$ cat src/verilog/mcg_cfg.svh
`ifndef MCG_CFG_SVH
`define MCG_CFG_SVH
`define MCG_CMD_BITS     6'd40
`define MCG_CMD_LAST     6'd39
`define MCG_CRC7_POLY    7'h09
`define MCG_CRC16_POLY   16'h1021
`define MCG_RSP_BITS     6'd48
`define MCG_IDX_GO_IDLE  6'h00
`define MCG_IDX_OP_COND  6'h01
`define MCG_IDX_ALL_CID  6'h02
`define MCG_IDX_SET_ADDR 6'h03
`define MCG_IDX_READ     6'h11
`define MCG_MAX_BLK      12'h800
`define MCG_FIFO_DEPTH   32
`define MCG_POR_CYCLES   4'h8
`endif

$ cat src/verilog/mcg_pkg.sv
package mcg_pkg;
  typedef enum logic [2:0] {ST_IDLE, ST_READY, ST_IDENT, ST_STBY, ST_DATA} mcg_state_t;
  typedef struct packed
  {
    logic [5:0]  index;
    logic [31:0] arg;
  } mcg_cmd_t;
  typedef struct packed
  {
    logic       crc_err;
    logic       illegal;
    logic [2:0] state;
  } mcg_status_t;
endpackage : mcg_pkg
$ cat src/verilog/mcg_card.sv
`timescale 1ns/100ps
`include "mcg_cfg.svh"
// Contract
// RULE1 - Command and response frames use 7-bit CRC, polynomial x^7+x^3+1.
// RULE2 - Every received command's CRC is checked before acting on it.
// RULE3 - Every response carries a freshly computed 7-bit CRC.
// RULE4 - Failed-CRC command is not executed, yet a response is still sent.
// RULE5 - Each read block is followed by 16-bit CRC, x^16+x^12+x^5+1.
// RULE6 - Data CRC supports payloads up to 2048 bytes.
// RULE7 - Host reacts to CRC failures, normally by reissuing the command.
// RULE8 - Power-on detect puts all logic in a defined state, no external reset; the code resets from the external resetn input instead.
// RULE9 - Go-idle command returns the card to its power-on state.
// RULE10 - Parser works after power-on; memory access waits for supply good.
// RULE11 - Host waits 1 ms after operating-condition command before identify; the testbench waits 64 cycles (T_INIT) instead.
// RULE12 - Host allows 1 ms or 64 cycles initialization delay.
// RULE13 - Identification delay applies at power-up and hot insertion.
// RULE14 - Commands ignored until op-cond, all-identify and address assignment.
// RULE15 - No memory access during idle, ready, ident or inactive states.
// RULE16 - CRC failure sets communication-CRC flag reported in next status.
// RULE17 - Error flags clear once the host has read them.
// RULE18 - CRCs run serially MSB first, cleared at each frame start bit.
// RULE19 - Data CRC sent MSB first right after the last payload bit.
module mcg_card
  import mcg_pkg::*;
(
  // Clock and reset
  input  wire logic        clk,
  input  wire logic        resetn,
  // Supply monitor
  input  wire logic        vdd_ok,
  // Command line
  input  wire logic        cmd_in,
  output logic             cmd_out,
  output logic             cmd_oe,
  // Data line
  output logic             dat_out,
  output logic             dat_oe,
  // Memory byte source
  output logic             mem_req,
  output logic [31:0]      mem_addr,
  input  wire logic        mem_valid,
  input  wire logic [7:0]  mem_data,
  output logic             mem_ready,
  // Block length
  input  wire logic [11:0] blk_len,
  // State view
  output mcg_status_t      status
);
  ////////////////////////////////////////////////////////////////////////
  function automatic logic [6:0] crc7_step(input logic [6:0] c, input logic b);
    logic fb;
    fb = c[6] ^ b;
    return {c[5:0], 1'b0} ^ (fb ? `MCG_CRC7_POLY : 7'h00);
  endfunction : crc7_step
  function automatic logic [15:0] crc16_step(input logic [15:0] c, input logic b);
    logic fb;
    fb = c[15] ^ b;
    return {c[14:0], 1'b0} ^ (fb ? `MCG_CRC16_POLY : 16'h0000);
  endfunction : crc16_step

  ////////////////////////////////////////////////////////////////////////
  // Power-on: a short internal stretch after reset release
  logic [3:0]  por_cnt_r;
  logic        por_r;
  always_ff @(posedge clk or negedge resetn)
  begin
    if (!resetn)
    begin
      por_cnt_r <= 4'h0;
      por_r     <= 1'b1;
    end
    else if (por_cnt_r != `MCG_POR_CYCLES)
      por_cnt_r <= por_cnt_r + 4'h1;
    else
      por_r <= 1'b0; // RULE8
  end

  ////////////////////////////////////////////////////////////////////////
  // Command receiver
  logic        rx_busy_r;
  logic [5:0]  rx_cnt_r;
  logic [39:0] rx_sh_r;
  logic [6:0]  rx_crc_r;
  logic [6:0]  rx_chk_r;
  logic        rx_done_r;
  logic        tx_busy_r;
  always_ff @(posedge clk or negedge resetn)
  begin
    if (!resetn)
    begin
      rx_busy_r <= 1'b0;
      rx_cnt_r  <= 6'h00;
      rx_sh_r   <= '0;
      rx_crc_r  <= 7'h00;
      rx_chk_r  <= 7'h00;
      rx_done_r <= 1'b0;
    end
    else
    begin
      rx_done_r <= 1'b0;
      if (!rx_busy_r)
      begin
        if (!cmd_in && !tx_busy_r && !por_r)
        begin
          rx_busy_r <= 1'b1;
          rx_cnt_r  <= 6'h01;
          rx_sh_r   <= {39'h0, cmd_in};
          rx_crc_r  <= crc7_step(7'h00, cmd_in); // RULE18
        end
      end
      else if (rx_cnt_r < `MCG_CMD_BITS)
      begin
        rx_cnt_r <= rx_cnt_r + 6'h01;
        rx_sh_r  <= {rx_sh_r[38:0], cmd_in};
        rx_crc_r <= crc7_step(rx_crc_r, cmd_in); // RULE1
      end
      else if (rx_cnt_r < `MCG_CMD_BITS + 6'd7)
      begin
        rx_cnt_r <= rx_cnt_r + 6'h01;
        rx_chk_r <= {rx_chk_r[5:0], cmd_in};
      end
      else
      begin
        rx_busy_r <= 1'b0; // End bit consumed
        rx_done_r <= 1'b1;
      end
    end
  end

  ////////////////////////////////////////////////////////////////////////
  // Card state and status flags
  mcg_cmd_t    cmd;
  logic        crc_ok;
  mcg_state_t  st_r;
  logic        crc_err_r;
  logic        illegal_r;
  logic        rsp_go_r;
  logic        rd_go_r;
  logic [31:0] rd_addr_r;
  logic        status_read;
  logic        rd_done;
  logic        go_idle;
  assign cmd    = mcg_cmd_t'(rx_sh_r[37:0]);
  assign go_idle = rx_done_r && crc_ok && cmd.index == `MCG_IDX_GO_IDLE; // RULE9
  assign crc_ok = rx_chk_r == rx_crc_r; // RULE2
  always_ff @(posedge clk or negedge resetn)
  begin
    if (!resetn)
    begin
      st_r      <= ST_IDLE;
      rsp_go_r  <= 1'b0;
      rd_go_r   <= 1'b0;
      rd_addr_r <= 32'h0000_0000;
    end
    else
    begin
      rsp_go_r <= 1'b0;
      rd_go_r  <= 1'b0;
      if (por_r)
        st_r <= ST_IDLE; // RULE8
      else if (rx_done_r && !crc_ok)
        rsp_go_r <= 1'b1; // RULE4
      else if (rx_done_r)
      begin
        unique case (1'b1)
          cmd.index == `MCG_IDX_GO_IDLE:
            st_r <= ST_IDLE; // RULE9
          st_r == ST_IDLE && cmd.index == `MCG_IDX_OP_COND:
          begin
            st_r     <= ST_READY;
            rsp_go_r <= 1'b1;
          end
          st_r == ST_READY && cmd.index == `MCG_IDX_ALL_CID:
          begin
            st_r     <= ST_IDENT;
            rsp_go_r <= 1'b1;
          end
          st_r == ST_IDENT && cmd.index == `MCG_IDX_SET_ADDR:
          begin
            st_r     <= ST_STBY;
            rsp_go_r <= 1'b1;
          end
          st_r == ST_STBY && cmd.index != `MCG_IDX_GO_IDLE:
          begin
            rsp_go_r <= 1'b1;
            if (cmd.index == `MCG_IDX_READ && vdd_ok) // RULE10 RULE15
            begin
              st_r      <= ST_DATA;
              rd_go_r   <= 1'b1;
              rd_addr_r <= cmd.arg;
            end
          end
          default:
            ; // RULE14
        endcase
      end
      else if (st_r == ST_DATA && rd_done)
        st_r <= ST_STBY;
    end
  end
  // Set wins over clear
  always_ff @(posedge clk or negedge resetn)
  begin
    if (!resetn)
      crc_err_r <= 1'b0;
    else if (rx_done_r && !crc_ok)
      crc_err_r <= 1'b1; // RULE16
    else if (status_read || go_idle)
      crc_err_r <= 1'b0; // RULE17
  end
  always_ff @(posedge clk or negedge resetn)
  begin
    if (!resetn)
      illegal_r <= 1'b0;
    else if (rx_done_r && crc_ok && st_r == ST_STBY && cmd.index != `MCG_IDX_READ &&
             cmd.index != `MCG_IDX_GO_IDLE)
      illegal_r <= 1'b1;
    else if (status_read || go_idle)
      illegal_r <= 1'b0; // RULE17
  end
  always_ff @(posedge clk or negedge resetn)
  begin
    if (!resetn)
      status <= '0;
    else
      status <= '{crc_err: crc_err_r, illegal: illegal_r, state: st_r};
  end

  ////////////////////////////////////////////////////////////////////////
  // Response transmitter: start, dir, index, status, crc7, end
  logic [47:0] tx_sh_r;
  logic [5:0]  tx_cnt_r;
  logic [6:0]  tx_crc_r;
  assign status_read = rsp_go_r;
  always_ff @(posedge clk or negedge resetn)
  begin
    if (!resetn)
    begin
      tx_busy_r <= 1'b0;
      tx_sh_r   <= '0;
      tx_cnt_r  <= 6'h00;
      tx_crc_r  <= 7'h00;
      cmd_out   <= 1'b1;
      cmd_oe    <= 1'b0;
    end
    else if (rsp_go_r)
    begin
      tx_busy_r <= 1'b1;
      tx_cnt_r  <= 6'h00;
      tx_crc_r  <= 7'h00; // RULE18
      tx_sh_r   <= {2'b00, cmd.index, 22'h0, crc_err_r | (rx_done_r && !crc_ok), illegal_r,
                    5'(st_r), 3'h0, 8'h01};
    end
    else if (tx_busy_r)
    begin
      cmd_oe   <= 1'b1;
      tx_cnt_r <= tx_cnt_r + 6'h01;
      tx_sh_r  <= {tx_sh_r[46:0], 1'b1};
      if (tx_cnt_r < `MCG_CMD_BITS)
      begin
        cmd_out  <= tx_sh_r[47];
        tx_crc_r <= crc7_step(tx_crc_r, tx_sh_r[47]); // RULE3
      end
      else if (tx_cnt_r < `MCG_CMD_BITS + 6'd7)
      begin
        cmd_out  <= tx_crc_r[6];
        tx_crc_r <= {tx_crc_r[5:0], 1'b0};
      end
      else if (tx_cnt_r == `MCG_CMD_BITS + 6'd7)
        cmd_out <= 1'b1;
      else
      begin
        tx_busy_r <= 1'b0;
        cmd_oe    <= 1'b0;
      end
    end
  end

  ////////////////////////////////////////////////////////////////////////
  // Read data: memory bytes through the FIFO, then serialised
  logic [11:0] fetch_left_r;
  logic        fifo_ready;
  logic        f_valid;
  logic [7:0]  f_data;
  logic        f_take;
  always_ff @(posedge clk or negedge resetn)
  begin
    if (!resetn)
    begin
      fetch_left_r <= 12'h000;
      mem_addr     <= 32'h0000_0000;
      mem_req      <= 1'b0;
    end
    else if (rd_go_r)
    begin
      fetch_left_r <= (blk_len == 12'h000 || blk_len > `MCG_MAX_BLK) ? `MCG_MAX_BLK : blk_len; // RULE6
      mem_addr     <= rd_addr_r;
      mem_req      <= 1'b1;
    end
    else if (mem_req && mem_valid && fifo_ready)
    begin
      fetch_left_r <= fetch_left_r - 12'h001;
      mem_addr     <= mem_addr + 32'h0000_0001;
      mem_req      <= fetch_left_r != 12'h001;
    end
  end
  always_ff @(posedge clk or negedge resetn)
  begin
    if (!resetn)
      mem_ready <= 1'b0;
    else
      mem_ready <= 1'b0;
  end
  mcg_fifo #(.WIDTH(8), .DEPTH(`MCG_FIFO_DEPTH)) u_fifo
  (
    .clk       (clk),
    .resetn    (resetn),
    .in_valid  (mem_req && mem_valid),
    .in_ready  (fifo_ready),
    .in_data   (mem_data),
    .out_valid (f_valid),
    .out_ready (f_take),
    .out_data  (f_data)
  );

  typedef enum logic [2:0] {DX_IDLE, DX_START, DX_PAY, DX_CRC, DX_END} mcg_dx_t;
  mcg_dx_t     dx_r;
  logic [11:0] dx_left_r;
  logic [7:0]  dx_byte_r;
  logic [3:0]  dx_bit_r;
  logic [15:0] dcrc_r;
  // Hold the first byte until the response has left the line, or it is lost
  assign f_take  = ((dx_r == DX_START && !tx_busy_r) ||
                    (dx_r == DX_PAY && dx_bit_r == 4'h0 && dx_left_r != 12'h000)) && f_valid;
  assign rd_done = dx_r == DX_END;
  always_ff @(posedge clk or negedge resetn)
  begin
    if (!resetn)
    begin
      dx_r      <= DX_IDLE;
      dx_left_r <= 12'h000;
      dx_byte_r <= 8'h00;
      dx_bit_r  <= 4'h0;
      dcrc_r    <= 16'h0000;
      dat_out   <= 1'b1;
      dat_oe    <= 1'b0;
    end
    else
    begin
      unique case (dx_r)
        DX_IDLE:
          begin
            dat_oe <= 1'b0;
            if (rd_go_r)
            begin
              dx_r      <= DX_START;
              dx_left_r <= (blk_len == 12'h000 || blk_len > `MCG_MAX_BLK) ? `MCG_MAX_BLK : blk_len;
            end
          end
        DX_START:
          if (f_valid && !tx_busy_r)
          begin
            dat_oe    <= 1'b1;
            dat_out   <= 1'b0;
            dcrc_r    <= 16'h0000; // RULE18
            dx_byte_r <= f_data;
            dx_bit_r  <= 4'h8;
            dx_left_r <= dx_left_r - 12'h001;
            dx_r      <= DX_PAY;
          end
        DX_PAY:
          if (dx_bit_r != 4'h0)
          begin
            dat_out   <= dx_byte_r[7];
            dcrc_r    <= crc16_step(dcrc_r, dx_byte_r[7]); // RULE5
            dx_byte_r <= {dx_byte_r[6:0], 1'b0};
            dx_bit_r  <= dx_bit_r - 4'h1;
          end
          else if (dx_left_r == 12'h000)
          begin
            dat_out  <= dcrc_r[15]; // RULE19
            dcrc_r   <= {dcrc_r[14:0], 1'b0};
            dx_bit_r <= 4'hF;
            dx_r     <= DX_CRC;
          end
          else if (f_valid)
          begin
            dat_out   <= f_data[7];
            dcrc_r    <= crc16_step(dcrc_r, f_data[7]);
            dx_byte_r <= {f_data[6:0], 1'b0};
            dx_bit_r  <= 4'h7;
            dx_left_r <= dx_left_r - 12'h001;
          end
        DX_CRC:
          begin
            dat_out <= dcrc_r[15];
            dcrc_r  <= {dcrc_r[14:0], 1'b0};
            if (dx_bit_r == 4'h1)
              dx_r <= DX_END;
            dx_bit_r <= dx_bit_r - 4'h1;
          end
        DX_END:
          begin
            // End bit still driven; the enable drops in idle
            dat_out <= 1'b1; // RULE19
            dx_r    <= DX_IDLE;
          end
        default:
          dx_r <= DX_IDLE;
      endcase
    end
  end
endmodule : mcg_card

$ cat src/verilog/mcg_fifo.sv
`timescale 1ns/100ps
module mcg_fifo #(parameter int WIDTH = 8, parameter int DEPTH = 32)
(
  // Clock and reset
  input  wire logic             clk,
  input  wire logic             resetn,
  // Fill side
  input  wire logic             in_valid,
  output logic                  in_ready,
  input  wire logic [WIDTH-1:0] in_data,
  // Drain side
  output logic                  out_valid,
  input  wire logic             out_ready,
  output logic [WIDTH-1:0]      out_data
);
  localparam int AW = $clog2(DEPTH);
  logic [WIDTH-1:0] mem [DEPTH];
  logic [AW:0]      wp_r;
  logic [AW:0]      rp_r;
  logic             wr;
  logic             rd;
  assign in_ready  = (wp_r - rp_r) != (AW+1)'(DEPTH);
  assign out_valid = wp_r != rp_r;
  assign out_data  = mem[rp_r[AW-1:0]];
  assign wr        = in_valid && in_ready;
  assign rd        = out_valid && out_ready;
  always_ff @(posedge clk or negedge resetn)
  begin
    if (!resetn)
      wp_r <= '0;
    else if (wr)
      wp_r <= wp_r + 1'b1;
  end
  always_ff @(posedge clk or negedge resetn)
  begin
    if (!resetn)
      rp_r <= '0;
    else if (rd)
      rp_r <= rp_r + 1'b1;
  end
  always_ff @(posedge clk)
  begin
    if (wr)
      mem[wp_r[AW-1:0]] <= in_data;
  end
endmodule : mcg_fifo

$ cat config.mk
export PLATFORM = sky130hd
export DESIGN_NAME = mcg_card
export DESIGN_NICKNAME = d
export VERILOG_FILES = /design/src/verilog/mcg_pkg.sv /design/src/verilog/mcg_card.sv /design/src/verilog/mcg_fifo.sv
export VERILOG_INCLUDE_DIRS = /design/src /design/src/verilog
export SDC_FILE = /design/constraint.sdc
export NUM_CORES = 1
export LEC_CHECK = 0
export ABC_AREA = 1
export BUFFER_PORTS_ARGS = -buffer_cell sky130_fd_sc_hd__buf_2
export CAP_MARGIN = 0
export CORE_ASPECT_RATIO = 0.6
export CORE_MARGIN = 4
export CORE_UTILIZATION = 25
export CTS_CLUSTER_DIAMETER = 30
export DETAILED_ROUTE_END_ITERATION = 10
export GPL_ROUTABILITY_DRIVEN = 0
export GPL_TIMING_DRIVEN = 0
export SETUP_SLACK_MARGIN = 0.1
export SLEW_MARGIN = 30
export SYNTH_ARGS = -nofsm -noshare
export SYNTH_HDL_FRONTEND = slang
export SYNTH_SLANG_ARGS = --single-unit
$ cat constraint.sdc
create_clock -name clk -period 3.6 [get_ports clk]
set_clock_uncertainty 0.15 [all_clocks]
set_input_delay 0 -clock clk [delete_from_list [all_inputs] [get_ports clk]]
set_output_delay 0 -clock clk [all_outputs]
set_load 0.02 [all_outputs]
== Yosys cells after proc, flatten, opt, wreduce, memory -nomap -nowiden ==
Memories as Yosys holds them, arrays and structs flattened.
Cells that the tools add are included.

* Add/sub/neg operators: 10
* $mul: 0
* Div/mod/pow operators: 0
* $lt $le $gt $ge: 5
* Eq/ne operators: 35
* Shifts and indexed selects: 0
* Multiplexer cells: 99
* Bitwise operators: 13
* Reductions and logical operators: 66

{| class="wikitable"
|+ Operators by type and width
! cell !! number
|-
| $mux W38 || 3
|-
| $mux W12 || 8
|-
| $mux W48 || 2
|-
| $mux W16 || 4
|-
| $mux W32 || 2
|-
| $mux W7 || 7
|-
| $pmux W16 S3 || 1
|-
| $mux W1 || 36
|-
| $mux W6 || 6
|-
| $pmux W12 S3 || 1
|-
| $add A32 B1 Y32 const B || 1
|-
| $mux W8 || 4
|-
| $xor A16 B13 Y16 || 2
|-
| $mux W3 || 10
|-
| $mux W4 || 7
|-
| $mux W13 || 2
|-
| $add A6 B1 Y6 const B || 4
|-
| $logic_not A12 Y1 || 2
|-
| $lt A6 B6 Y1 const B || 4
|-
| $sub A12 B1 Y12 const B || 2
|-
| $logic_and A1 B1 Y1 || 22
|-
| $pmux W8 S2 || 1
|-
| $pmux W3 S5 || 1
|-
| $reduce_bool A3 Y1 || 5
|-
| other kinds (49) || 91
|}

* Register bits after elaboration: 275
* Latch bits: 0
* Bits in writable memories: 256
* Memory bits (read-only): 0
* Bits of input ports: 25
* Output and inout bits: 43
* Word-level logic and storage cells: 264
* Memories kept: 1

{| class="wikitable"
|+ Memories
! memory !! depth !! width !! rd ports !! clocked after Yosys merged registers in !! wr ports !! RTL line !! source
|-
| u_fifo.mem || 32 || 8 || 1 || 0 || 1 || mcg_fifo.sv:17 || <nowiki>logic [WIDTH-1:0] mem [DEPTH];</nowiki>
|}

== Logic depth before layout (Yosys ltp) ==
Gate-level depths: netlist of the first run.
An unclocked memory read counts as a cell.

* Depth after elaboration: 8
* Gate-level depth with buffers: 19
* Gate-level depth less buffers: 15

== By module ==
A second synthesis of the first run with hierarchy kept.

* Cells, all modules: 2518
* Area total of the unflattened synthesis: 23969.2 um^2

{| class="wikitable"
|+ Modules (own cells, without submodules)
! module !! instances !! cells each !! area each (um^2) !! sequential area each (um^2)
|-
| mcg_card || 1 || 1547 || 12628.4 || 6585.1
|-
| mcg_fifo || 1 || 971 || 11340.9 || 7987.7
|}

== Worst setup path before layout of the first run ==
No wires, ideal clock.

* Path kind: reg-to-reg
* From: reg u_fifo.rp_r[1]
* To: mem u_fifo.mem[12][0] (enable)
* Setup time: 383 ps
* Data arrival time: 2796 ps
* Required time: 3067 ps
* Setup slack: 271 ps
* Cell stages (with the launch flop): 18
* Path buffers: 4
* Period minus slack after synthesis: 3329 ps
* Cell sequence: dfrtp_1 > inv_1 > buf_2 > clkbuf_1 > ha_1 > inv_1 > o21bai_2 > nand2_1 > nand2_2 > nand2_1 > nand2_2 > a21oi_1 > nand2_1 > nand2_1 > o21bai_4 > buf_6 > buf_2 > nor3_1

* Cells in the longest elaborated chain, start to end: 5

{| class="wikitable"
|+ RTL lines
! item !! RTL line !! source
|-
| start: declaration || mcg_fifo.sv:19 || <nowiki>logic [AW:0] rp_r;</nowiki>
|-
| start signal: assignment || mcg_fifo.sv:39 || <nowiki>rp_r <= rp_r + 1'b1;</nowiki>
|-
| $sub A6 B6 Y6 || mcg_fifo.sv:22 || <nowiki>assign in_ready = (wp_r - rp_r) != (AW+1)'(DEPTH);</nowiki>
|-
| $ne A6 B6 Y1 || mcg_fifo.sv:22 ||
|-
| $logic_and A1 B1 Y1 || mcg_fifo.sv:25 || <nowiki>assign wr = in_valid && in_ready;</nowiki>
|-
| $mux W1 || mcg_fifo.sv:43 || <nowiki>if (wr)</nowiki>
|-
| $mux W1 (implied by the code) || mcg_fifo.sv:44 || <nowiki>mem[wp_r[AW-1:0]] <= in_data;</nowiki>
|-
| end: declaration || mcg_fifo.sv:17 ||
|}

Every way passes these cells.

== Worst setup path in the final report of the first run ==
* From: reg u_fifo.rp_r[3]
* To: mem u_fifo.mem[11][3] (enable)

Same word-level chain as after synthesis.

==> summary.txt, run 1 <==
Status
  – Status: finished, final reports clean

Place
  – Post-DP HPWL: 48.5 mm
  – Placed Instance Area: 25800 um^2
  – Number of port buffers: 66

Logic synthesis
  – Syn_nets: 2433
  – Top FF cell, synth: dfrtp_1
  – FFs w/ async S/R, synth: 51.8%
  – Synth top area cells: edfxtp_1, dfrtp_1, nand2_1, o21ai_0, nor2_1
  – Synth Register Bits: 531
  – Synth Area in XOR/XNOR: 2.12%
  – Unique cell type count in the Yosys netlist: 56
  – EDFF count, synth: 256
  – Mux cell area share after synthesis: 0%
  – Main combinational cell family by area after synthesis: simple AND/OR/NAND/NOR gates
  – Post-synth top area cell: edfxtp_1
  – Post-synth top cells: nand2_1, dfrtp_1, edfxtp_1
  – Complex-gate fraction of the synthesized area: 11.6%
  – Mean Syn Cell Area: 9.87 um^2
  – Yosys warns: 0
  – Adder-Cell Fraction of Synth Area: 1.06%
  – Sequential share of the synthesized area: 61.8%
  – Gate Count Post-Synth: 2388
  – Count leader, synth: nand2_1
  – Yosys top cell area share: 32.6%
  – Synth Area in Simple Gates: 17.2%
  – Syn Std Cell Area: 23600 um^2

Timing
  – Period utilisation layout: 93.7%
  – Final Max Tran Viols: 0
  – Min Tclk post-route: 3.37 ns
  – Hold WS: 0.143 ns
  – Max frequency: 296 MHz
  – Final hold vios: 0
  – Unrepaired setup endpoints after global routing: yes
  – Total negative setup slack: 0 ns
  – Max-slew headroom: 25.3%
  – Final setup violating endpoints: 0
  – Slew at the pin closest to its max-slew limit: 1.12 ns

Final layout
  – Area grow syn2layout: 26.5%
  – Number of fill cells: 9330
  – Share of cells above drive strength 1: 15.0%
  – Register Area: 14600 um^2
  – Area occupied by multi-input gates: 7890 um^2
  – Final instance area: 29800 um^2
  – NumNets Final: 2665
  – Final core utilization: 32.2%

Power and ir drop
  – Net Sw Frac: 34.3%
  – Power share of the sequential group: 35.3%
  – Final Power: 22.0 mW
  – Cell Int Power: 14.5 mW
  – Max IR drop VDD: 352 uV
  – Comb power frac: 25.2%
  – Net Sw Power: 7.57 mW
  – Power per cell area: 739 nW/um^2
  – Clk network pwr share: 39.6%
  – Leak: 12.2 nW

Global route
  – GRT overflow: 0
  – First-pass GRT wire length: 108 mm
  – GRT Total Usage: 14.0%
  – Vias in the first global route: 17.4k
  – Largest net degree at the start of global routing: 85
  – Antenna violations before repair: 4

Worst setup path
  – Crit start category: register
  – Crit-path max FO: 10
  – Setup crit end kind: register
  – CP required: 3.78 ns
  – CP Class: register to register
  – CP arrival: 3.55 ns

Floorplan
  – Rows: 86
  – Die height: 246 um
  – Initial core utilization: 25.5%
  – Die width: 404 um
  – Core area: 92600 um^2
  – IO Pins: 68
  – Die area: 99500 um^2

Detailed routing
  – Remaining DRCs: 0
  – Wire per inst: 17.9 um
  – Initial DRC count: 2250
  – TritonRoute pass-1 iters: 5
  – DR vias/cell: 4.75
  – Total Wirelength: 70.4 mm
  – Post-DRT Antenna Nets: 0
  – DR vias: 18.7k

Job
  – Max-cap viol count: 0

Clock network
  – Clock Latency Late Sink: 0.64 ns
  – H-tree depth: 3
  – TritonCTS Buffers: 89
  – Clock transition at path regs: 0.05 ns
  – Clk sink count: 531
  – Clock Path Buffers: 3
  – CTS tree: built
  – Root buf cell: clkbuf_16

Min path
  – HP Class: input pin to register
==> final cells by class <==
type / count / share of cell area (%)
timing repair buffer: 142 / 4.06
antenna: 2 / 0.0168
clock inverter: 60 / 2.32
sequential: 531 / 48.9
inverter: 241 / 3.07
tap: 1232 / 5.17
multi-input combinational: 1504 / 26.5
buffer: 111 / 1.95
clock buffer: 104 / 8.08
==> registers in the layout, indices dropped and copies added (netlist names), 8 cells and up <==
register	count
fetch_left_r	12
mem_addr	32
dcrc_r	16
u_fifo.mem	256
rx_sh_r	38
tx_sh_r	48
rd_addr_r	32
dx_left_r	12
dx_byte_r	8
==> metal layers <==
metal	global-route usage [%]	wire, um	vias up
met1	22.0	34700	8999
met4	3.25	1360	2
li1	-	-	8657
met5	0	14	-
met3	4.61	7740	132
met2	17.9	26600	875
==> layout by cell type (no fill, tap or decap), drive strengths merged, types with 8 or more instances in the layout <==
master / synthesis / final
dfrtp: 272 / 272
clkbuf: 62 / 168
o21ai: 268 / 268
edfxtp: 256 / 256
buf: 50 / 161
xnor2: 20 / 20
o31ai: 8 / 8
clkinvlp: 0 / 15
clkinv: 6 / 28
o22ai: 120 / 120
inv: 235 / 247
bufinv: 0 / 11
dlygate4sd3: 0 / 28
nand2: 473 / 473
nand4: 28 / 28
xor2: 37 / 37
nor3: 64 / 64
o211ai: 27 / 27
ha: 20 / 20
nand3: 122 / 122
a21oi: 30 / 30
nor4: 9 / 9
nor2: 242 / 242
==> logic make-up after synthesis <==
logic type / Yosys count
AO/OA/AOI/OAI: 480
other: 1
buffers and inverters: 353
adder cells (fa/ha/maj): 20
AND/OR/NAND/NOR: 946
flip-flops: 531
XOR/XNOR: 57
==> power by group through the flow <==
stage               sequential, mW  combinational (mW)  clock, mW
floorplan                     7.78                3.29          0
global placement              7.86                4.97          0
detailed placement            7.86                5.15          0
CTS                           7.76                5.36       8.87
global route                  7.86                6.09       9.14
finish                        7.78                5.55       8.72
==> repair_timing <==
action                                  in CTS  in global routing
endpoints found under the setup margin     257                228
hold buffers                                29                  0
buffers inserted                            15                 15
endpoints found under the hold margin      424                  0
gates resized for setup                     29                 16
pin swaps                                   13                  8
==> worst max-delay path, cell delays in order, from the launching register on <==
cell and delay [ns]:
dfrtp_1 0.51, inv_4 0.14, clkbuf_4 0.27, ha_1 0.38
nand2_1 0.10, nand2_2 0.06, a21oi_1 0.16, nand2_1 0.07
nand2_1 0.10, o21bai_4 0.10, buf_6 0.15, clkbuf_4 0.27
nor3_2 0.34, buf_4 0.26
==> final timing paths <==
| kind | start | to | slack [ns] | depth (start not counted) |
|---|---|---|---|---|
| worst max-delay path | u_fifo.rp_r[3] | u_fifo.mem[11][3] | 0.23 | 13 |
| worst min-delay path | blk_len[6] | dx_left_r[6] | 0.14 | 4 |
| worst max register to register | u_fifo.rp_r[3] | u_fifo.mem[11][3] | 0.23 | 13 |
| worst min register to register | tx_sh_r[0] | tx_sh_r[0] | 0.31 | 2 |
| max in group asynchronous | resetn | dat_out | 1.78 | 6 |
| min in group asynchronous | resetn | cmd_out | 0.31 | 3 |
==> per-stage QoR <==
step,instances,setup slack [ns]
after floorplan,2388,0.271
after global placement,3686,-2.98
after detailed placement,3703,-0.621
after CTS,3910,0.118
after global routing,3926,0.0956
final,3927,0.226
(Power assumes the default switching activity.)
==> run 2, diff against run 1 <==
--- a/config.mk
+++ b/config.mk
@@ -20,4 +20,5 @@
 export SLEW_MARGIN = 30
 export SYNTH_ARGS = -nofsm -noshare
 export SYNTH_HDL_FRONTEND = slang
+export SYNTH_HIERARCHICAL = 1
 export SYNTH_SLANG_ARGS = --single-unit
==> summary.txt, run 2 <==
Place
  – Placed Instance Area: 26000 um^2 (+0.55%)
  – Cells after DPL: 3833 (+3.5%)
  – Number of port buffers: 66 (unchanged)
  – Post-DP HPWL: 47.1 mm (-3.0%)

Floorplan
  – Die height: 248 um (+0.80%)
  – Core area: 94500 um^2 (+2.0%)
  – Die width: 408 um (+0.81%)
  – Initial core utilization: 25.4% (-0.082 points)
  – IO Pins: 68 (unchanged)
  – Rows: 87 (+1.2%)
  – Die area: 101000 um^2 (+1.6%)

Timing
  – Slew at the pin closest to its max-slew limit: 0.795 ns (-0.325 ns)
  – Max frequency: 301 MHz (+1.4%)
  – Max-slew headroom: 46.8% (+21 points)
  – Final hold vios: 0 (unchanged)
  – Final setup violating endpoints: 0 (unchanged)
  – Min Tclk post-route: 3.33 ns (-0.0463 ns)
  – Hold WS: 0.144 ns (+0.000609 ns)
  – Unrepaired setup endpoints after global routing: yes
  – Final Max Tran Viols: 0 (unchanged)
  – Period utilisation layout: 92.4% (-1.3 points)

Global route
  – Vias in the first global route: 17.5k (+0.13%)
  – First-pass GRT wire length: 104 mm (-3.5%)
  – GRT overflow: 0 (unchanged)
  – GRT Total Usage: 13.1% (-0.87 points)
  – Largest net degree at the start of global routing: 78 (-8.2%)
  – Antenna violations before repair: 4 (unchanged)

Worst setup path
  – R2R Path End: u_fifo/mem[22][5]
  – R2R Path Start: u_fifo/rp_r[2]
  – Reg2reg path depth: 14 (+1)
  – CP arrival: 3.45 ns (-0.10 ns)
  – R2R setup slack: 0.27 ns (+0.05 ns)
  – Crit-path max FO: 10 (unchanged)
  – CP required: 3.73 ns (-0.05 ns)
  – Crit start category: register
  – CP Class: register to register
  – Setup crit end kind: register

Power and ir drop
  – Max IR drop VDD: 358 uV (+1.8%)
  – Final Power: 22.6 mW (+2.6%)
  – Leak: 12.5 nW (+1.9%)
  – Power per cell area: 753 nW/um^2 (+1.8%)

Logic synthesis
  – Post-synth top cells: nand2_1, dfrtp_1, edfxtp_1
  – EDFF count, synth: 256 (unchanged)
  – Post-synth top area cell: edfxtp_1
  – Syn_nets: 2563 (+5.3%)
  – FFs w/ async S/R, synth: 51.8% (unchanged)
  – Synth top area cells: edfxtp_1, dfrtp_1, nand2_1, o21ai_0, nor2_1
  – Synth Register Bits: 531 (unchanged)
  – Unique cell type count in the Yosys netlist: 51 (-8.9%)
  – Syn Std Cell Area: 24000 um^2 (+1.7%)
  – Top FF cell, synth: dfrtp_1
  – Gate Count Post-Synth: 2518 (+5.4%)
  – Sequential share of the synthesized area: 60.8% (-1.0 points)
  – Yosys warns: 6 (+6)
  – Mean Syn Cell Area: 9.52 um^2 (-3.6%)
  – Count leader, synth: nand2_1
  – Yosys top cell area share: 32.1% (-0.53 points)

Detailed routing
  – DR vias/cell: 4.64 (-2.5%)
  – Total Wirelength: 67.0 mm (-4.9%)
  – Post-DRT Antenna Nets: 0 (unchanged)
  – TritonRoute pass-1 iters: 5 (unchanged)
  – Initial DRC count: 1679 (-25%)
  – DR vias: 18.8k (+0.63%)
  – Remaining DRCs: 0 (unchanged)
  – Wire per inst: 16.5 um (-7.9%)

Final layout
  – Area grow syn2layout: 25.4%
  – NumNets Final: 2766 (+3.8%)
  – Post-Layout Cell Count: 4052 (+3.2%)
  – Most frequent cells in the layout: nand2_1, dfrtp_1, edfxtp_1
  – Final instance area: 30100 um^2 (+0.77%)
  – Final core utilization: 31.8% (-0.38 points)
  – Most common cell after layout, fill and taps aside: nand2_1
  – Share of cells above drive strength 1: 13.7% (-1.4 points)
  – Max FFs per register: 256 (unchanged)

Clock network
  – TritonCTS Buffers: 98 (+10%)
  – Clk sink count: 531 (unchanged)
  – Clock transition at path regs: 0.05 ns (about the same)
  – H-tree depth: 3 (unchanged)
  – Root buf cell: clkbuf_16
  – Clock Path Buffers: 3 (unchanged)
  – Clock Latency Late Sink: 0.65 ns (about the same)
  – CTS tree: built

Status
  – Status: finished, final reports clean

Min path
  – HP Class: input pin to register
  – Hold path endpoint: rx_sh_r[0]
  – Min-Delay Path Depth: 4 (unchanged)
  – Hold Path Origin: cmd_in

Job
  – Max-cap viol count: 0 (unchanged)
run 2: cell types whose count changed after synthesis, moves of 13 or more:
cell / delta
a21oi_1: +42
o21ai_0: -39
o21ai_1: -27
nor3_1: -45
nor2_1: +13
a21boi_0: +24
nand2_1: +183
run 2: layout make-up:
cell class / count / area (um^2)
plain buffers: 103 / 515
repair buffers: 104 / 783
multi-input cells: 1630 / 8050
clock buffers: 107 / 2540
fillers: 9647 / 64400
clock inverters: 77 / 1060
well taps: 1246 / 1560
diodes: 1 / 2.50
inverters: 253 / 963
flip-flops and latches: 531 / 14600
run 2: worst max-delay path by stage:
stage | start | end | slack, ns | cells past startpoint
after floorplan | u_fifo/rp_r[3] | mem_addr[5] | 0.76 | 17
after global placement | resetn | tx_sh_r[23] | -3.01 | 1
after detailed placement | u_fifo/rp_r[3] | fetch_left_r[7] | -0.55 | 18
after CTS | u_fifo/rp_r[3] | u_fifo/mem[19][7] | 0.14 | 10
after global routing | u_fifo/rp_r[2] | mem_addr[8] | 0.02 | 18
final | u_fifo/rp_r[2] | u_fifo/mem[22][5] | 0.27 | 14
run 2: report_power, final:
part	internal, mW	total, mW	leakage [nW]	switching, mW
clock	6.53	9.86	1.71	3.34
sequential	7.42	8.16	5.88	0.742
combinational	1.45	4.60	4.87	3.15
run 2: kinds of logic after synthesis:
logic type	share of synthesized area, %
other	0.0156
XOR/XNOR	1.72
buffers and inverters	6.01
adder cells (fa/ha/maj)	1.04
multiplexers	0.334
flip-flops	60.8
AND/OR/NAND/NOR	19.2
AO/OA/AOI/OAI	10.9
run 2: worst max-delay path, cell delays in order (launching register included):
cell	delay [ns]
dfrtp_1	0.42
clkinv_2	0.21
clkbuf_2	0.25
ha_2	0.42
inv_2	0.05
nand2_1	0.08
nand3_1	0.09
nand2_1	0.07
nand2_1	0.04
nand2_1	0.07
inv_2	0.04
nand2_4	0.12
nand2_2	0.07
buf_2	0.26
nor2_1	0.60
run 2: layer usage:
layer  global-route usage, %  vias up  wire length [um]
li1                        -     8890                 -
met1                    20.2     9045             32700
met2                    17.1      726             25500
met3                    3.96      121              7030
met4                    4.18        0              1720
met5                       0        -                 0
run 2: timing repair:
item                       CTS  global route
pin swaps                    0             0
gates resized for setup     21            44
hold endpoints to repair   513             0
setup endpoints to repair  223           215
setup buffers                0             3
hold buffers                32             0
run 2: per-stage QoR:
| step | TNS [ns] | setup slack, ns |
|---|---|---|
| final | 0 | 0.272 |
| after global routing | 0 | 0.0220 |
| after CTS | 0 | 0.136 |
| after detailed placement | -48.81 | -0.555 |
| after global placement | -843.32 | -3.01 |
| after floorplan | 0 | 0.761 |
==> run 3, diff against run 2 <==
--- a/config.mk
+++ b/config.mk
@@ -16,6 +16,7 @@
 export DETAILED_ROUTE_END_ITERATION = 10
 export GPL_ROUTABILITY_DRIVEN = 0
 export GPL_TIMING_DRIVEN = 0
+export PLACE_DENSITY_LB_ADDON = 0.08
 export SETUP_SLACK_MARGIN = 0.1
 export SLEW_MARGIN = 30
 export SYNTH_ARGS = -nofsm -noshare
==> summary.txt, run 3 (synthesized netlist as in run 2, its figures left out) <==
Worst setup path
  – R2R setup slack: 0.24 ns (-0.04 ns)
  – R2R Path End: dcrc_r[5]
  – CP required: 4.00 ns (+0.27 ns)
  – Crit-path max FO: 10 (unchanged)
  – Reg2reg path depth: 14 (unchanged)
  – R2R Path Start: u_fifo/rp_r[0]
  – Crit start category: register
  – CP arrival: 3.77 ns (+0.32 ns)
  – Setup crit end kind: register
  – CP Class: register to register

Place
  – Placed Instance Area: 26000 um^2 (+0.11%)
  – Pre-CTS WS: -0.813 ns (-0.258 ns)
  – Number of port buffers: 66 (unchanged)
  – Post-DP HPWL: 55.5 mm (+18%)
  – Cells after DPL: 3834 (+0.026%)

Timing
  – Final setup margin: 0.235 ns (-0.0371 ns)
  – Min Tclk post-route: 3.36 ns (+0.0371 ns)
  – Final setup violating endpoints: 0 (unchanged)
  – Period utilisation layout: 93.5% (+1.0 points)
  – Total negative setup slack: 0 ns (unchanged)
  – Hold WS: 0.123 ns (-0.0203 ns)
  – Final Max Tran Viols: 0 (unchanged)
  – Unrepaired setup endpoints after global routing: no
  – Max-slew headroom: 41.2% (-5.6 points)
  – Slew at the pin closest to its max-slew limit: 0.879 ns (+0.0836 ns)
  – Max frequency: 297 MHz (-1.1%)
  – Final hold vios: 0 (unchanged)

Global route
  – GRT overflow: 0 (unchanged)
  – GRT Total Usage: 15.7% (+2.6 points)
  – Vias in the first global route: 18.8k (+7.7%)
  – Antenna violations before repair: 4 (unchanged)
  – Largest net degree at the start of global routing: 84 (+7.7%)
  – First-pass GRT wire length: 120 mm (+16%)

Power and ir drop
  – Max IR drop VDD: 381 uV (+6.5%)
  – Power per cell area: 783 nW/um^2 (+4.1%)
  – Leak: 12.8 nW (+2.4%)
  – Final Power: 24.0 mW (+6.1%)

Floorplan
  – Die width: 408 um (unchanged)
  – Die height: 248 um (unchanged)
  – Initial core utilization: 25.4% (unchanged)
  – Rows: 87 (unchanged)
  – Die area: 101000 um^2 (unchanged)
  – Core area: 94500 um^2 (unchanged)
  – IO Pins: 68 (unchanged)

Final layout
  – Area grow syn2layout: 27.8%
  – Max FFs per register: 256 (unchanged)
  – Share of cells above drive strength 1: 14.3% (+0.67 points)
  – Post-Layout Cell Count: 4089 (+0.91%)
  – NumNets Final: 2790 (+0.87%)
  – Most frequent cells in the layout: nand2_1, dfrtp_1, edfxtp_1
  – Most common cell after layout, fill and taps aside: nand2_1
  – Final core utilization: 32.4% (+0.61 points)
  – Final instance area: 30600 um^2 (+1.9%)

Clock network
  – CTS tree: built
  – Clock Path Buffers: 3 (unchanged)
  – TritonCTS Buffers: 116 (+18%)
  – Clk sink count: 531 (unchanged)
  – Root buf cell: clkbuf_16
  – Clock Latency Late Sink: 0.70 ns (+0.05 ns)
  – H-tree depth: 3 (unchanged)
  – Clock transition at path regs: 0.05 ns (about the same)

Status
  – Status: finished, final reports clean

Detailed routing
  – Initial DRC count: 1541 (-8.2%)
  – Total Wirelength: 78.7 mm (+18%)
  – Remaining DRCs: 0 (unchanged)
  – Post-DRT Antenna Nets: 0 (unchanged)
  – Wire length on met1: 43.3 mm (+32%)
  – DR vias/cell: 4.60 (-0.85%)
  – TritonRoute pass-1 iters: 6 (+1)
  – WL met2: 29.0 mm (+14%)
  – Wire per inst: 19.3 um (+16%)
  – Met3 WL: 5.01 mm (-29%)
  – DR vias: 18.8k (+0.059%)
  – Top layer in use: met4

Min path
  – Min-Delay Path Depth: 4 (unchanged)
  – HP Class: input pin to register
  – Hold path endpoint: rx_sh_r[0]
  – Hold Path Origin: cmd_in

Job
  – Max-cap viol count: 0 (unchanged)
run 3: cell count changes in the layout (fill, tap and decap cells not counted), moves of 3 or more:
cell	before	now
clkbuf_16	99	120
clkbuf_1	54	61
clkinv_4	14	7
dlygate4sd3_1	31	37
clkinv_1	4	9
clkinvlp_4	18	13
clkinv_2	15	19
inv_6	6	9
nor2_1	223	220
run 3: worst max-delay path by stage:
stage,to,startpoint,cells past startpoint,slack [ns]
6_report,dcrc_r[5],u_fifo/rp_r[0],14,0.24
5_1_grt,dcrc_r[12],u_fifo/rp_r[0],14,0.10
4_1_cts,u_fifo/rp_r[3],u_fifo/rp_r[3],13,0.09
3_5_place_dp,u_fifo/rp_r[3],u_fifo/rp_r[3],14,-0.81
3_3_place_gp,tx_sh_r[24],resetn,1,-3.34
2_1_floorplan,mem_addr[5],u_fifo/rp_r[3],17,0.76
run 3: repair_timing:
item | CTS | global route
gates resized for setup | 50 | 27
cloned | 0 | 0
setup buffers | 0 | 2
pin swaps | 0 | 0
setup endpoints to repair | 352 | 188
endpoints found under the hold margin | 496 | 0
hold buffers | 38 | 0
run 3: layout make-up:
cell class / count / area [um^2]
diodes: 1 / 2.50
plain buffers: 103 / 524
clock buffers: 140 / 3130
clock inverters: 75 / 938
fillers: 9782 / 63900
inverters: 253 / 958
multi-input cells: 1630 / 8080
flip-flops and latches: 531 / 14600
well taps: 1246 / 1560
repair buffers: 110 / 863
run 3: worst max-delay path: stages (launching register included):
cell and delay (ns):
dfrtp_2 0.49, buf_2 0.33, buf_2 0.34, o21ai_0 0.16
o22ai_1 0.19, nand2_1 0.08, a21oi_1 0.36, nand2_1 0.14
nand2_2 0.19, xor2_1 0.20, nand2_1 0.08, a21oi_1 0.26
nand2_1 0.08, nand3_1 0.11, nand2_1 0.07
run 3: where the power goes:
group / leakage [nW] / internal (mW) / switching (mW) / total (mW)
Clock: 1.96 / 7.45 / 3.56 / 11.0
Sequential: 5.88 / 7.43 / 0.772 / 8.20
Combinational: 4.92 / 1.47 / 3.33 / 4.79
Total: 12.8 / 16.3 / 7.65 / 24.0
run 3: metal layers:
metal	vias to the layer above	global-route usage (%)
li1	8960	-
met1	9241	25.3
met2	478	20.0
met3	114	4.17
met4	0	3.73
met5	-	0
